`src/core/pin_ctrl_pkg.sv`:
```
// Constants for the control pin logic: register map, fields, timing.
// Assumes a 20 MHz pclk and a zero-wait APB slave at 32-bit data.
// Operation
// - Standby requested when the pin level differs from the polarity invert bit.
// - Release processor reset at the configured power up slot.
// - Reset stays released in system-on; asserted at power down reset point.
// - Interrupt pin driven low while an unmasked latch is pending.
// - Latches clear only by writing one; interrupt pin then releases.
// - Test bit pulses interrupt pin low 100 us, then self-clears.
// - Falling edge on external interrupt input sets its latch.
// - Status bit always mirrors external interrupt input level.
// - Watchdog input ignored in off modes and before reset release.
// - Watchdog edge is falling when invert is 0, rising when 1.
// - Selected watchdog edge is debounced 10 us before acting.
// - Hard watchdog reset when mode bit is 1, soft when 0.
// - In standby, watchdog acts only when standby-activity bit is 1.
// - Early warning high for selected lead time before fault power down.
// - Early warning triggered by four listed faults.
// - Early warning low in all off modes.
// - Early warning also high when input supply crosses warning threshold.
// - GP mode: pin follows run bit in run, standby bit in standby.
// - GP bits load 1 at power up when pin is in sequence, else 0.
// - PG mode: pin is AND of good signals of selected enabled regulators.
// - PG held low until reset release due; then good check or fault.
// - Aux regulator target from select pin, run or standby code.
// - Reset release slot field sets the power up slot at which reset is released.
package pin_ctrl_pkg;
   // ==========================================
   // Register map (byte addresses)
   localparam logic [7:0] CTRL_ADDR = 8'h00;
   localparam logic [7:0] SLOT_ADDR = 8'h04;
   localparam logic [7:0] VOLT_ADDR = 8'h08;
   localparam logic [7:0] IRQ_ADDR = 8'h0c;
   localparam logic [7:0] MASK_ADDR = 8'h10;
   localparam logic [7:0] STAT_ADDR = 8'h14;
   // ==========================================
   // Field positions
   localparam int CTRL_STBY_INV = 0;
   localparam int CTRL_WD_STBY = 1;
   localparam int CTRL_VSEL_EN = 2;
   localparam int CTRL_TEST = 3;
   localparam int CTRL_RUN_GP = 4;
   localparam int CTRL_STBY_GP = 5;
   localparam int CTRL_OVLO_EN = 6;
   localparam int CTRL_EWT = 8;
   localparam int IRQ_XINT = 0;
   localparam int IRQ_EW = 1;
   localparam int IRQ_W = 2;
   localparam int VOLT_STBY = 4;
   localparam int VOLT_SEL = 8;
   // ==========================================
   // Reset values and aux regulator codes
   localparam logic [7:0] SLOT_RST = 8'h01;
   localparam logic [3:0] AUX_CODE_3V3 = 4'hf;
   localparam logic [3:0] AUX_CODE_1V8 = 4'h8;
   localparam logic [3:0] AUX_RUN_RST = 4'h0;
   localparam logic [3:0] SYNC_IDLE = 4'h2;
   // ==========================================
   // Timing
   localparam int CLK_MHZ = 20;
   localparam int TEST_US = 100;
   localparam int DBNC_US = 10;
   localparam int EW0_US = 100;
   localparam int EW1_US = 5000;
   localparam int EW2_US = 20000;
   localparam int EW3_US = 50000;
   localparam int TEST_CYC = TEST_US * CLK_MHZ;
   localparam int DBNC_CYC = DBNC_US * CLK_MHZ;
   localparam int EW0_CYC = EW0_US * CLK_MHZ;
   localparam int EW1_CYC = EW1_US * CLK_MHZ;
   localparam int EW2_CYC = EW2_US * CLK_MHZ;
   localparam int EW3_CYC = EW3_US * CLK_MHZ;
   localparam int CNT_W = 20;
   typedef enum logic [0:0] {EW_IDLE, EW_LEAD} ew_state_type;
endpackage : pin_ctrl_pkg

```
`src/core/pin_ctrl.sv`:
```
// Control pin logic of the power chip, with an APB register slave.
// Assumes the power sequencer supplies state levels, slot count and
// fault events, all synchronous to pclk; open-drain pins drive low on oe.
`timescale 1ns/1ns
`default_nettype none
module pin_ctrl #(
   parameter int NREG = 8,
   parameter int EW_T1 = pin_ctrl_pkg::EW1_CYC,
   parameter int EW_T2 = pin_ctrl_pkg::EW2_CYC,
   parameter int EW_T3 = pin_ctrl_pkg::EW3_CYC
) (
   input wire logic pclk,
   input wire logic presetn,
   input wire logic psel,
   input wire logic penable,
   input wire logic pwrite,
   input wire logic [7:0] paddr,
   input wire logic [31:0] pwdata,
   output logic [31:0] prdata,
   output logic pready,
   output logic pslverr,
   input wire logic standby_in,
   input wire logic external_irq_in_n,
   input wire logic watchdog_in,
   input wire logic aux_voltage_select_in,
   input wire logic state_off,
   input wire logic state_pwrup,
   input wire logic state_run,
   input wire logic state_stby,
   input wire logic [7:0] seq_slot_now,
   input wire logic pd_reset_point,
   input wire logic fault_timer_exp,
   input wire logic regulator_fault_max,
   input wire logic thermal_sd,
   input wire logic input_overvolt,
   input wire logic vin_warn,
   input wire logic [NREG-1:0] reg_good,
   input wire logic [NREG-1:0] reg_enabled,
   input wire logic fuse_wd_invert,
   input wire logic fuse_wd_hard,
   input wire logic fuse_wd_stby,
   input wire logic fuse_pg_active,
   input wire logic fuse_gp_in_seq,
   input wire logic fuse_vsel_en,
   output logic standby_req,
   output logic processor_reset_out_oe,
   output logic interrupt_out_n_oe,
   output logic power_good_pin_oe,
   output logic power_good_fault,
   output logic early_warning_out,
   output logic early_warning_done,
   output logic wd_hard_reset,
   output logic wd_soft_reset,
   output logic [3:0] aux_target_code
);
   // ==========================================
   // Pin synchronisers
   logic [3:0] pin_raw;
   wire logic [3:0] sync_q;
   assign pin_raw = {aux_voltage_select_in, watchdog_in, external_irq_in_n, standby_in};
   genvar gi;
   generate
      for (gi = 0; gi < 4; gi++) begin : g_sync
         logic meta_q;
         logic stage_q;
         // two-stage sync
         // Reset to fixed levels (external interrupt high, the other three low) so no false edge follows reset
         always_ff @(posedge pclk or negedge presetn) begin
            if (!presetn) begin
               meta_q <= pin_ctrl_pkg::SYNC_IDLE[gi];
               stage_q <= pin_ctrl_pkg::SYNC_IDLE[gi];
            end else begin
               meta_q <= pin_raw[gi];
               stage_q <= meta_q;
            end
         end
         assign sync_q[gi] = stage_q;
      end
   endgenerate
   wire s_stby = sync_q[0];
   wire s_xint = sync_q[1];
   wire s_wdi = sync_q[2];
   wire s_vsel = sync_q[3];

   // ==========================================
   // Register file
   logic [9:0] ctrl_q;
   logic [7:0] slot_q;
   logic [7:0] run_code_q;
   logic [NREG-1:0] sel_q;
   localparam int CNT_W = pin_ctrl_pkg::CNT_W;
   logic [pin_ctrl_pkg::IRQ_W-1:0] irq_q, irq_d, mask_q;
   // Two latch sources drive separate bits, so this is a net
   wire logic [pin_ctrl_pkg::IRQ_W-1:0] irq_set;
   logic loaded_q;
   logic xint_prev_q;
   logic [CNT_W-1:0] test_cnt_q;
   logic [31:0] rdata_d;
   logic hit_d;
   logic test_done;
   logic rst_oe_q;
   wire wr = psel & penable & pwrite & pready;
   wire wr_ctrl = wr && paddr == pin_ctrl_pkg::CTRL_ADDR;
   wire wr_irq = wr && paddr == pin_ctrl_pkg::IRQ_ADDR;
   wire [pin_ctrl_pkg::IRQ_W-1:0] irq_clr = wr_irq ? pwdata[pin_ctrl_pkg::IRQ_W-1:0] : '0;

   always_comb begin
      hit_d = 1'b1;
      rdata_d = 32'h0;
      case (paddr)
         pin_ctrl_pkg::CTRL_ADDR: rdata_d[9:0] = ctrl_q;
         pin_ctrl_pkg::SLOT_ADDR: rdata_d[7:0] = slot_q;
         pin_ctrl_pkg::VOLT_ADDR: rdata_d[8+NREG-1:0] = {sel_q, run_code_q};
         pin_ctrl_pkg::IRQ_ADDR: rdata_d[pin_ctrl_pkg::IRQ_W-1:0] = irq_q;
         pin_ctrl_pkg::MASK_ADDR: rdata_d[pin_ctrl_pkg::IRQ_W-1:0] = mask_q;
         pin_ctrl_pkg::STAT_ADDR: rdata_d[4:0] = {early_warning_out, standby_req,
            ~rst_oe_q, s_vsel, s_xint};
         default: hit_d = 1'b0;
      endcase
   end

   // Answer in the access cycle right after setup: zero wait states
   always_ff @(posedge pclk or negedge presetn) begin
      if (!presetn) begin
         pready <= 1'b0;
         pslverr <= 1'b0;
         prdata <= 32'h0;
      end else begin
         pready <= psel & ~penable;
         pslverr <= psel & ~penable & ~hit_d;
         prdata <= (psel & ~penable & ~pwrite) ? rdata_d : 32'h0;
      end
   end

   // Straps are caught on the first edge after reset release
   always_ff @(posedge pclk or negedge presetn) begin
      if (!presetn) begin
         ctrl_q <= '0;
         loaded_q <= 1'b0;
      end else if (!loaded_q) begin
         loaded_q <= 1'b1;
         ctrl_q[pin_ctrl_pkg::CTRL_WD_STBY] <= fuse_wd_stby;
         ctrl_q[pin_ctrl_pkg::CTRL_VSEL_EN] <= fuse_vsel_en;
         ctrl_q[pin_ctrl_pkg::CTRL_RUN_GP] <= fuse_gp_in_seq;
         ctrl_q[pin_ctrl_pkg::CTRL_STBY_GP] <= fuse_gp_in_seq;
      end else if (wr_ctrl) begin
         ctrl_q <= pwdata[9:0];
      end else if (test_done) begin
         ctrl_q[pin_ctrl_pkg::CTRL_TEST] <= 1'b0;
      end
   end

   always_ff @(posedge pclk or negedge presetn) begin
      if (!presetn) begin
         slot_q <= pin_ctrl_pkg::SLOT_RST;
         run_code_q <= {pin_ctrl_pkg::AUX_RUN_RST, pin_ctrl_pkg::AUX_RUN_RST};
         sel_q <= '0;
         mask_q <= '0;
      end else if (wr) begin
         if (paddr == pin_ctrl_pkg::SLOT_ADDR) slot_q <= pwdata[7:0];
         if (paddr == pin_ctrl_pkg::VOLT_ADDR) begin
            run_code_q <= pwdata[7:0];
            sel_q <= pwdata[8+NREG-1:8];
         end
         if (paddr == pin_ctrl_pkg::MASK_ADDR) mask_q <= pwdata[pin_ctrl_pkg::IRQ_W-1:0];
      end
   end

   // ==========================================
   // Interrupt latches and pin
   // falling edge of external input
   assign irq_set[pin_ctrl_pkg::IRQ_XINT] = xint_prev_q & ~s_xint;
   // write-one clear; a same-cycle set wins
   assign irq_d = (irq_q & ~irq_clr) | irq_set;
   wire test_active = test_cnt_q != '0;
   assign test_done = test_cnt_q == CNT_W'(1);

   always_ff @(posedge pclk or negedge presetn) begin
      if (!presetn) begin
         irq_q <= '0;
         xint_prev_q <= 1'b1;
         test_cnt_q <= '0;
         interrupt_out_n_oe <= 1'b0;
      end else begin
         irq_q <= irq_d;
         xint_prev_q <= s_xint;
         if (wr_ctrl && pwdata[pin_ctrl_pkg::CTRL_TEST] && !test_active)
            test_cnt_q <= CNT_W'(pin_ctrl_pkg::TEST_CYC);
         else if (test_active)
            test_cnt_q <= test_cnt_q - CNT_W'(1);
         interrupt_out_n_oe <= (|(irq_q & ~mask_q)) | test_active;
      end
   end

   // ==========================================
   // Standby request and processor reset
   wire sys_on = state_run | state_stby;
   always_ff @(posedge pclk or negedge presetn) begin
      if (!presetn) begin
         standby_req <= 1'b0;
         rst_oe_q <= 1'b1;
      end else begin
         standby_req <= s_stby ^ ctrl_q[pin_ctrl_pkg::CTRL_STBY_INV];
         // reset point or off wins over release
         if (pd_reset_point || state_off)
            rst_oe_q <= 1'b1;
         else if (state_pwrup && seq_slot_now == slot_q)
            rst_oe_q <= 1'b0;
      end
   end
   assign processor_reset_out_oe = rst_oe_q;

   // ==========================================
   // Watchdog input
   logic [7:0] dbnc_q;
   logic wd_stable_q;
   // asserted level chosen by edge invert strap
   wire wd_level = fuse_wd_invert ? s_wdi : ~s_wdi;
   wire wd_enable = ~rst_oe_q & (state_run |
      (state_stby & ctrl_q[pin_ctrl_pkg::CTRL_WD_STBY]));
   wire wd_qual = wd_level != wd_stable_q && dbnc_q == 8'(pin_ctrl_pkg::DBNC_CYC - 1);
   always_ff @(posedge pclk or negedge presetn) begin
      if (!presetn) begin
         dbnc_q <= '0;
         wd_stable_q <= 1'b0;
         wd_hard_reset <= 1'b0;
         wd_soft_reset <= 1'b0;
      end else begin
         // level must hold the full debounce time
         if (wd_level == wd_stable_q) dbnc_q <= '0;
         else if (wd_qual) dbnc_q <= '0;
         else dbnc_q <= dbnc_q + 8'(1);
         if (wd_qual) wd_stable_q <= wd_level;
         // hard or soft by mode strap
         wd_hard_reset <= wd_qual & wd_level & wd_enable & fuse_wd_hard;
         wd_soft_reset <= wd_qual & wd_level & wd_enable & ~fuse_wd_hard;
      end
   end

   // ==========================================
   // Early warning
   pin_ctrl_pkg::ew_state_type ew_q;
   logic [CNT_W-1:0] ew_cnt_q;
   logic [CNT_W-1:0] ew_len;
   wire ew_fault = fault_timer_exp | regulator_fault_max | thermal_sd |
      (input_overvolt & ctrl_q[pin_ctrl_pkg::CTRL_OVLO_EN]);
   wire ew_start = ew_fault && ew_q == pin_ctrl_pkg::EW_IDLE && !state_off;
   assign irq_set[pin_ctrl_pkg::IRQ_EW] = ew_start;
   always_comb begin
      case (ctrl_q[pin_ctrl_pkg::CTRL_EWT +: 2])
         2'b00: ew_len = CNT_W'(pin_ctrl_pkg::EW0_CYC);
         2'b01: ew_len = CNT_W'(EW_T1);
         2'b10: ew_len = CNT_W'(EW_T2);
         default: ew_len = CNT_W'(EW_T3);
      endcase
   end
   always_ff @(posedge pclk or negedge presetn) begin
      if (!presetn) begin
         ew_q <= pin_ctrl_pkg::EW_IDLE;
         ew_cnt_q <= '0;
         early_warning_out <= 1'b0;
         early_warning_done <= 1'b0;
      end else begin
         early_warning_done <= 1'b0;
         case (ew_q)
            pin_ctrl_pkg::EW_IDLE: if (ew_start) begin
               ew_q <= pin_ctrl_pkg::EW_LEAD;
               ew_cnt_q <= ew_len - CNT_W'(1);
            end
            pin_ctrl_pkg::EW_LEAD: begin
               // power down may start once the lead time is over
               if (ew_cnt_q == '0) begin
                  ew_q <= pin_ctrl_pkg::EW_IDLE;
                  early_warning_done <= 1'b1;
               end else begin
                  ew_cnt_q <= ew_cnt_q - CNT_W'(1);
               end
            end
            default: ew_q <= pin_ctrl_pkg::EW_IDLE;
         endcase
         // low when off, else lead window or supply warning
         early_warning_out <= ~state_off & (ew_start | (ew_q == pin_ctrl_pkg::EW_LEAD &&
            ew_cnt_q != '0) | vin_warn);
      end
   end

   // ==========================================
   // Power good pin and aux regulator target
   // disabled or unselected regulators count as good
   wire pg_all_good = &(reg_good | ~(sel_q & reg_enabled));
   wire rel_due = state_pwrup && seq_slot_now == slot_q && rst_oe_q;
   // Once reset is released the pin stays unmasked for the rest of power up
   wire pg_unmask = ~state_off & (sys_on | rel_due | ~rst_oe_q);
   logic gp_level;
   assign gp_level = (state_run & ctrl_q[pin_ctrl_pkg::CTRL_RUN_GP]) |
      (state_stby & ctrl_q[pin_ctrl_pkg::CTRL_STBY_GP]);
   always_ff @(posedge pclk or negedge presetn) begin
      if (!presetn) begin
         power_good_pin_oe <= 1'b1;
         power_good_fault <= 1'b0;
         aux_target_code <= pin_ctrl_pkg::AUX_RUN_RST;
      end else begin
         // held low until release is due
         if (fuse_pg_active)
            power_good_pin_oe <= ~(pg_unmask & pg_all_good);
         else
            power_good_pin_oe <= ~gp_level;
         power_good_fault <= fuse_pg_active & rel_due & ~pg_all_good;
         // standby code wins, then pin select, then run code
         if (state_stby)
            aux_target_code <= run_code_q[pin_ctrl_pkg::VOLT_STBY +: 4];
         else if (ctrl_q[pin_ctrl_pkg::CTRL_VSEL_EN])
            aux_target_code <= s_vsel ? pin_ctrl_pkg::AUX_CODE_1V8 : pin_ctrl_pkg::AUX_CODE_3V3;
         else
            aux_target_code <= run_code_q[3:0];
      end
   end
endmodule : pin_ctrl
`default_nettype wire

```
`config.mk`:
```
export PLATFORM = sky130hd
export DESIGN_NAME = pin_ctrl
export DESIGN_NICKNAME = d
export VERILOG_FILES = /design/src/core/pin_ctrl_pkg.sv /design/src/core/pin_ctrl.sv
export SDC_FILE = /design/constraint.sdc
export NUM_CORES = 1
export LEC_CHECK = 0
export BUFFER_PORTS_ARGS = -buffer_cell sky130_fd_sc_hd__buf_4
export CORE_MARGIN = 3
export CORE_UTILIZATION = 50
export CTS_CLUSTER_SIZE = 14
export DETAILED_ROUTE_END_ITERATION = 10
export PLACE_DENSITY = 0.74
export RECOVER_POWER = 25
export SYNTH_ARGS = -nofsm -noshare
export SYNTH_HDL_FRONTEND = slang
export SYNTH_SLANG_ARGS = --single-unit
```
`constraint.sdc`:
```
create_clock -name pclk -period 6.6 [get_ports pclk]
set_input_delay 0.66 -clock pclk [delete_from_list [all_inputs] [get_ports pclk]]
set_output_delay 0.66 -clock pclk [all_outputs]
set_load 0.05 [all_outputs]
```
==> impl_metrics.py, run 1 <==
metrics = {
    "yosys": {
        "synth_fa_ha_area_share_pct": 2.401,
        "synth_edf_count": 0,
        "synth_area_per_cell_um2": 10.73,
        "synth.area.mux_share_pct": 8.924,
        "synth_top_family_by_area": "simple AND/OR/NAND/NOR gates",
        "synth_ff_type": "dfrtp_1",
        "ys_seq_area_share_pct": 51.74,
        "synth-xor-area-share_pct": 6.443,
        "async_reset_ff_share_pct": 100.0,
        "ys_ff_latch": 129,
        "synthSimpleGateAreaFrac_pct": 17.35,
        "syn_area_um2": 6253,
        "synthCells": 583,
        "ys_types": 62,
        "synth_compound_area_share_pct": 9.204,
        "ys.warnings.count": 0,
    },
    "routing": {
        "drc": 0,
        "firstDrtPassIters": 5,
        "drt-total-wl_um": 14480,
        "dr.first_iter.drc_count": 423,
        "vias": 4856,
        "ant_nets": 0,
        "routedWlPerCell_um": 16.59,
        "avgViaCountPerCell": 5.562,
    },
    "floorplanning": {
        "rows": 40,
        "die_x_um": 117.8,
        "die_y_um": 117.8,
        "start_util_pct": 51.63,
        "ios": 136,
        "coreArea_um2": 12110,
        "die-area_um2": 13890,
    },
    "worst_setup_path": {
        "end_kind": "async pin",
        "setup.worst_path.start_class": "primary input",
        "critPathKind": "primary input to async pin",
        "slowest_delay_ns": 2.24,
        "critical_path_depth": 2,
        "r2r-start": "ew_q",
        "crit_end": "test_cnt_q[0]",
        "worst-path-max-fanout": 66,
        "path_cells": "clkbuf_1 -> buf_4",
        "cp.buffers_inverters": 2,
        "crit_required_ns": 7.04,
        "worst_path_dominant_cell_family": "buffers and inverters",
        "timing.rr.end": "ew_cnt_q[17]",
        "worstSetupStartpoint": "presetn",
        "r2r_setup_slack_ns": 3.62,
        "r2r_cells": 7,
        "arrival_ns": 3.90,
        "worst_path_max_delay_cell": "clkbuf_1",
    },
    "job": {
        "cap_violations": 1,
    },
    "clock_tree": {
        "cts_max_path_buffers": 2,
        "cts_hold_buf": 0,
        "root_buffer": "clkbuf_16",
        "cts-resized-gates": 0,
        "cts_tree": "yes",
        "clock_latency_ns": 0.42,
        "numCtsBuffers": 17,
        "htree_levels": 4,
        "path_clk_slew_ns": 0.05,
        "cts_setup_buffers": 0,
        "cts_sinks": 129,
    },
    "sta": {
        "setup_viol": 0,
        "rsz0062_at_grt": "no",
        "tightestPinTransition_ns": 3.212,
        "tns_ns": 0,
        "drv_slew": 65,
        "period_share_pct": 52.35,
        "finalHoldViolCount": 0,
        "fmax_ghz": 0.2894,
        "skew_ns": 0.007605,
        "min_period_ns": 3.455,
        "max-slew-margin-rel_pct": -114.1,
    },
    "placement": {
        "placed_cells_incl_taps": 841,
        "gp_congestion": 0.9011,
        "portBuffers": 103,
        "placed_cell_area_um2": 7137,
        "dp_hpwl_um": 10290,
    },
    "global_route": {
        "grt_use_met1_pct": 27.78,
        "grt_antenna_before_repair": 0,
        "grt_pass1_wl_um": 24470,
        "globalRouteMet3Util_pct": 5.190,
        "grt_max_degree": 67,
        "overflow": 0,
        "grt.total_usage_pct": 21.54,
        "grt_pass1_vias": 4970,
        "top_usage_layer": "met2",
        "grt_util_met2_pct": 35.68,
    },
    "run_status": {
        "status": "complete, but fails checks",
        "failed_checks": "capacitance limit, slew limit",
    },
    "layout": {
        "final_cells": 873,
        "synthToLayoutAreaGrowth_pct": 22.43,
        "drive_above_1_share_pct": 25.96,
        "design_area_um2": 7656,
        "nets": 793,
        "antennaDiodeCount": 0,
        "fin_util_pct": 63.21,
    },
    "pwr": {
        "power_density_nw_per_um2": 259.3,
        "peakVddDrop_mv": 0.1746,
        "leakage_uw": 0.003583,
    },
    "worst_hold_path": {
        "hp-start": "external_irq_in_n",
        "min_path_type": "primary input to register",
    },
}
==> placed cells by master (no fill, tap or decap), types with 6 or more instances in the layout <==
cell type and count:
dfrtp_1 123, xor2_1 19, clkbuf_1 6, a21oi_1 18
conb_1 17, clkbuf_16 17, and3_1 6, a211oi_1 7
nor3_1 28, nand4_1 9, xnor2_1 27, inv_1 15
nand3_1 15, mux2i_1 13, mux2_2 34, o21ai_0 20
nor4_1 12, buf_4 100, ha_1 12, nor2_1 65
and2_1 8, clkinv_2 6, nand2_1 36
==> worst min path at each step <==
stage                     depth (start not counted)                 to  slack (ns)
after floorplan                                   0  g_sync[0].stage_q        0.33
final                                             1   g_sync[1].meta_q        0.35
after detailed placement                          0  g_sync[2].stage_q        0.34
after global routing                              1   g_sync[1].meta_q        0.35
after CTS                                         1   g_sync[3].meta_q        0.34
after global placement                            0  g_sync[0].stage_q        0.34
==> state kept, by name, indices dropped and copies added, names as in the netlist, 8 cells and up <==
register,count
test_cnt_q,20
sel_q,8
dbnc_q,8
prdata,16
ew_cnt_q,20
slot_q,8
run_code_q,8
ctrl_q,10
==> report_power, final <==
| group | total [uW] | leakage (uW) | internal [uW] | switching [uW] |
|---|---|---|---|---|
| logic | 249 | 0.00167 | 111 | 139 |
| clock network | 829 | 0.000261 | 505 | 324 |
| registers | 908 | 0.00165 | 846 | 61.9 |
==> metal layers <==
| layer | up-vias | share of wire [%] |
|---|---|---|
| met5 | - | 0 |
| met2 | 159 | 50 |
| met4 | 0 | 1.9 |
| met1 | 2403 | 43 |
| li1 | 2272 | - |
| met3 | 22 | 5.7 |
==> stage by stage <==
stage	hold slack (ns)	setup WS [ns]	total power, uW
floorplan	0.3312	3.995	1076
global placement	0.3351	3.491	1153
detailed placement	0.3412	3.447	1168
CTS	0.3409	3.670	1997
global route	0.3486	2.370	2068
finish	0.3493	3.145	1985
==> cells by family after synthesis <==
group	after synthesis
compound gates	86
buf+inv	47
simple gates	212
xor+xnor	46
other cells	2
flops	129
fa+ha+maj	12
mux	49
==> area by class of cell <==
type / instances / area (um2)
clock buffers: 25 / 485.5
clock inverters: 7 / 37.54
fillers: 958 / 4456
inverters: 16 / 60.06
multi-input cells: 422 / 2835
flip-flops and latches: 129 / 3236
well taps: 168 / 210.2
repair buffers: 106 / 792.0
==> Yosys cell counts, types with 13 or more instances <==
library cell,count,area share [%]
dfrtp_1,123,49
nor2_1,65,3.9
nand2_1,36,2.2
mux2_2,34,6.1
nor3_1,28,2.2
xnor2_1,27,3.8
o21ai_0,20,1.6
xor2_1,19,2.7
a21oi_1,18,1.4
buf_4,16,1.9
inv_1,15,0.90
nand3_1,15,1.2
mux2i_1,13,2.1
(Power assumes the default switching activity.)
==> run 2: changes to the inputs <==
--- a/config.mk
+++ b/config.mk
@@ -5,12 +5,13 @@
 export SDC_FILE = /design/constraint.sdc
 export NUM_CORES = 1
 export LEC_CHECK = 0
+export ABC_AREA = 1
 export BUFFER_PORTS_ARGS = -buffer_cell sky130_fd_sc_hd__buf_4
 export CORE_MARGIN = 3
 export CORE_UTILIZATION = 50
 export CTS_CLUSTER_SIZE = 14
 export DETAILED_ROUTE_END_ITERATION = 10
-export PLACE_DENSITY = 0.74
+export PLACE_DENSITY = 0.73
 export RECOVER_POWER = 25
 export SYNTH_ARGS = -nofsm -noshare
 export SYNTH_HDL_FRONTEND = slang
==> constraint.sdc (replaced) <==
create_clock -name pclk -period 3.6 [get_ports pclk]
set_input_delay 0.36 -clock pclk [delete_from_list [all_inputs] [get_ports pclk]]
set_output_delay 0.36 -clock pclk [all_outputs]
set_load 0.05 [all_outputs]
==> run 2 against run 1 <==
Effect of this change:
- the flow finishes with violations (hold timing)
- wire length up 13%
- clock skew increased by 0.0046 ns
- design area rose by 8.8%
- sequential share of layout area down 3.4 points
- worst hold slack worse by 0.35 ns
- setup slack got worse by 1.8 ns
- critical path depth is 7 higher
- critical endpoint is now ew_cnt_q[13]
- largest cell class unchanged
==> impl_metrics.py, run 2 <==
metrics = {
    "run_status": {
        "status": "complete, but fails checks",
        "failed_checks": "hold timing",
    },
    "yosys": {
        "ys_ff_latch": 129,
        "async_reset_ff_share_pct": 100.0,
        "ys_top_cells_by_count": "nand2_1, dfrtp_1, inv_1",
        "synth_area_per_cell_um2": 7.932,
        "synth_top_area_cell": "dfrtp_1",
        "synthTopCellsByArea": "dfrtp_1, nand2_1, inv_1",
        "synth_top_area_share_pct": 44.70,
        "yosysMostFrequentCell": "nand2_1",
        "syn_area_um2": 6885,
        "synth_ff_type": "dfrtp_1",
        "ys_seq_area_share_pct": 46.99,
        "synthCells": 868,
        "ys.warnings.count": 0,
        "ys_types": 45,
        "synth_edf_count": 0,
    },
    "placement": {
        "portBuffers": 103,
        "dp_hpwl_um": 11960,
        "gp_congestion": 0.8859,
        "placed_cell_area_um2": 7760,
    },
    "sta": {
        "hold_ws_ns": -0.004702,
        "finalHoldViolCount": 11,
        "fmax_ghz": 0.4366,
        "tns_ns": 0,
        "period_share_pct": 63.62,
        "tightestPinTransition_ns": 0.7874,
        "skew_ns": 0.01221,
        "max-slew-margin-rel_pct": 47.51,
        "drv_slew": 0,
        "min_period_ns": 2.290,
        "rsz0062_at_grt": "no",
        "setup_viol": 0,
    },
    "routing": {
        "routedWlPerCell_um": 13.97,
        "avgViaCountPerCell": 5.000,
        "dr.first_iter.drc_count": 440,
        "drc": 0,
        "firstDrtPassIters": 5,
        "drt-total-wl_um": 16330,
        "vias": 5845,
        "ant_nets": 0,
    },
    "worst_setup_path": {
        "arrival_ns": 2.60,
        "worst_path_max_delay_cell": "dfrtp_1",
        "slowest_delay_ns": 0.85,
        "critical_path_depth": 9,
        "end_kind": "register",
        "crit_required_ns": 3.91,
        "worst_path_dominant_cell_family": "simple AND/OR/NAND/NOR gates",
        "r2r_cells": 9,
        "crit_top_cell": "nand2_1",
        "setup.worst_path.start_class": "register",
        "critPathKind": "register to register",
        "path_cells": "inv_2 -> nand2_2 -> nand3_1 -> inv_2 -> nand2_2 -> nor3_2 -> nand2_1 -> nand2_1 -> nand2_1",
        "worst-path-max-fanout": 23,
        "cp.buffers_inverters": 2,
    },
    "clock_tree": {
        "root_buffer": "clkbuf_16",
        "cts_hold_buf": 0,
        "cts_tree": "yes",
        "cts_setup_buffers": 0,
        "cts_sinks": 129,
        "clock_latency_ns": 0.43,
        "path_clk_slew_ns": 0.06,
        "numCtsBuffers": 17,
        "cts_max_path_buffers": 2,
        "htree_levels": 4,
        "cts-resized-gates": 0,
    },
    "layout": {
        "nFillCells": 1186,
        "drive_above_1_share_pct": 20.04,
        "multi_input_area_um2": 3054,
        "register_area_um2": 3236,
        "nets": 1081,
        "top_regs": "ew_cnt_q (20), test_cnt_q (20), prdata (16)",
        "antennaDiodeCount": 0,
        "synthToLayoutAreaGrowth_pct": 20.97,
        "layout_commonest_cell": "nand2_1",
        "final_cell_mix": "nand2_1, dfrtp_1, inv_1",
        "fin_util_pct": 62.40,
        "design_area_um2": 8329,
    },
    "global_route": {
        "grt.total_usage_pct": 23.00,
        "grt_pass1_wl_um": 26870,
        "overflow": 0,
        "grt_max_degree": 56,
        "grt_antenna_before_repair": 0,
        "grt_pass1_vias": 5606,
    },
    "floorplanning": {
        "ios": 136,
        "coreArea_um2": 13350,
        "start_util_pct": 51.58,
        "rows": 42,
        "die-area_um2": 15220,
        "die_y_um": 123.4,
        "die_x_um": 123.4,
    },
    "job": {
        "cap_violations": 0,
    },
    "worst_hold_path": {
        "min_path_type": "primary input to async pin",
    },
    "pwr": {
        "leakage_uw": 0.004392,
        "power_density_nw_per_um2": 407.7,
        "peakVddDrop_mv": 0.3412,
    },
}
## run 2: area by class of cell
cell class              count  area share (%)
flip-flops and latches    129           38.85
clock buffers              17           5.107
clock inverters            15           1.773
multi-input cells         609           36.67
well taps                 176           2.644
inverters                 117           5.303
repair buffers            106           9.659
## run 2: cells by family after synthesis
kind of cell,share of synthesized area [%]
other,0.1091
AND/OR/NAND/NOR,30.27
flip-flops,46.99
AO/OA/AOI/OAI,7.414
XOR/XNOR,3.562
adder cells (fa/ha/maj),2.181
buffers and inverters,9.468
## run 2: where the power goes
part | switching [uW] | internal [uW] | total [uW]
Combinational | 157 | 84.1 | 241
Sequential | 15.1 | 1480 | 1490
Clock | 697 | 967 | 1660
## run 2: path summary, 6_finish.rpt
path / slack, ns / from / to
worst max-delay path: 1.31 / ew_q / ew_cnt_q[13]
worst min-delay path: -0.005 / presetn / prdata[12]
worst max register to register: 1.31 / ew_q / ew_cnt_q[13]
worst min register to register: 0.35 / g_sync[3].meta_q / g_sync[3].stage_q
max in group asynchronous: 2.72 / presetn / power_good_pin_oe
min in group pclk: 0.04 / external_irq_in_n / g_sync[1].meta_q
## run 2: per-stage QoR
step                      power, uW  std cells  hold slack [ns]  worst slack [ns]
after floorplan                1642        883          0.06441             2.019
after CTS                      3425       1169          0.01787             1.352
after detailed placement       1761       1137           0.3364             1.379
after global routing           3513       1169          0.02377             1.103
final                          3396       1169        -0.004702             1.310
after global placement         1757       1137           0.3314             1.407
## run 2: routing by layer
metal,wire length [um],vias to the layer above,share of wire [%],track usage [%]
met5,0,-,0,0
met2,7770,174,48,37.17
met3,891,36,5.5,5.535
li1,-,2929,-,-
met1,7172,2706,44,29.84
met4,500,0,3.1,9.204
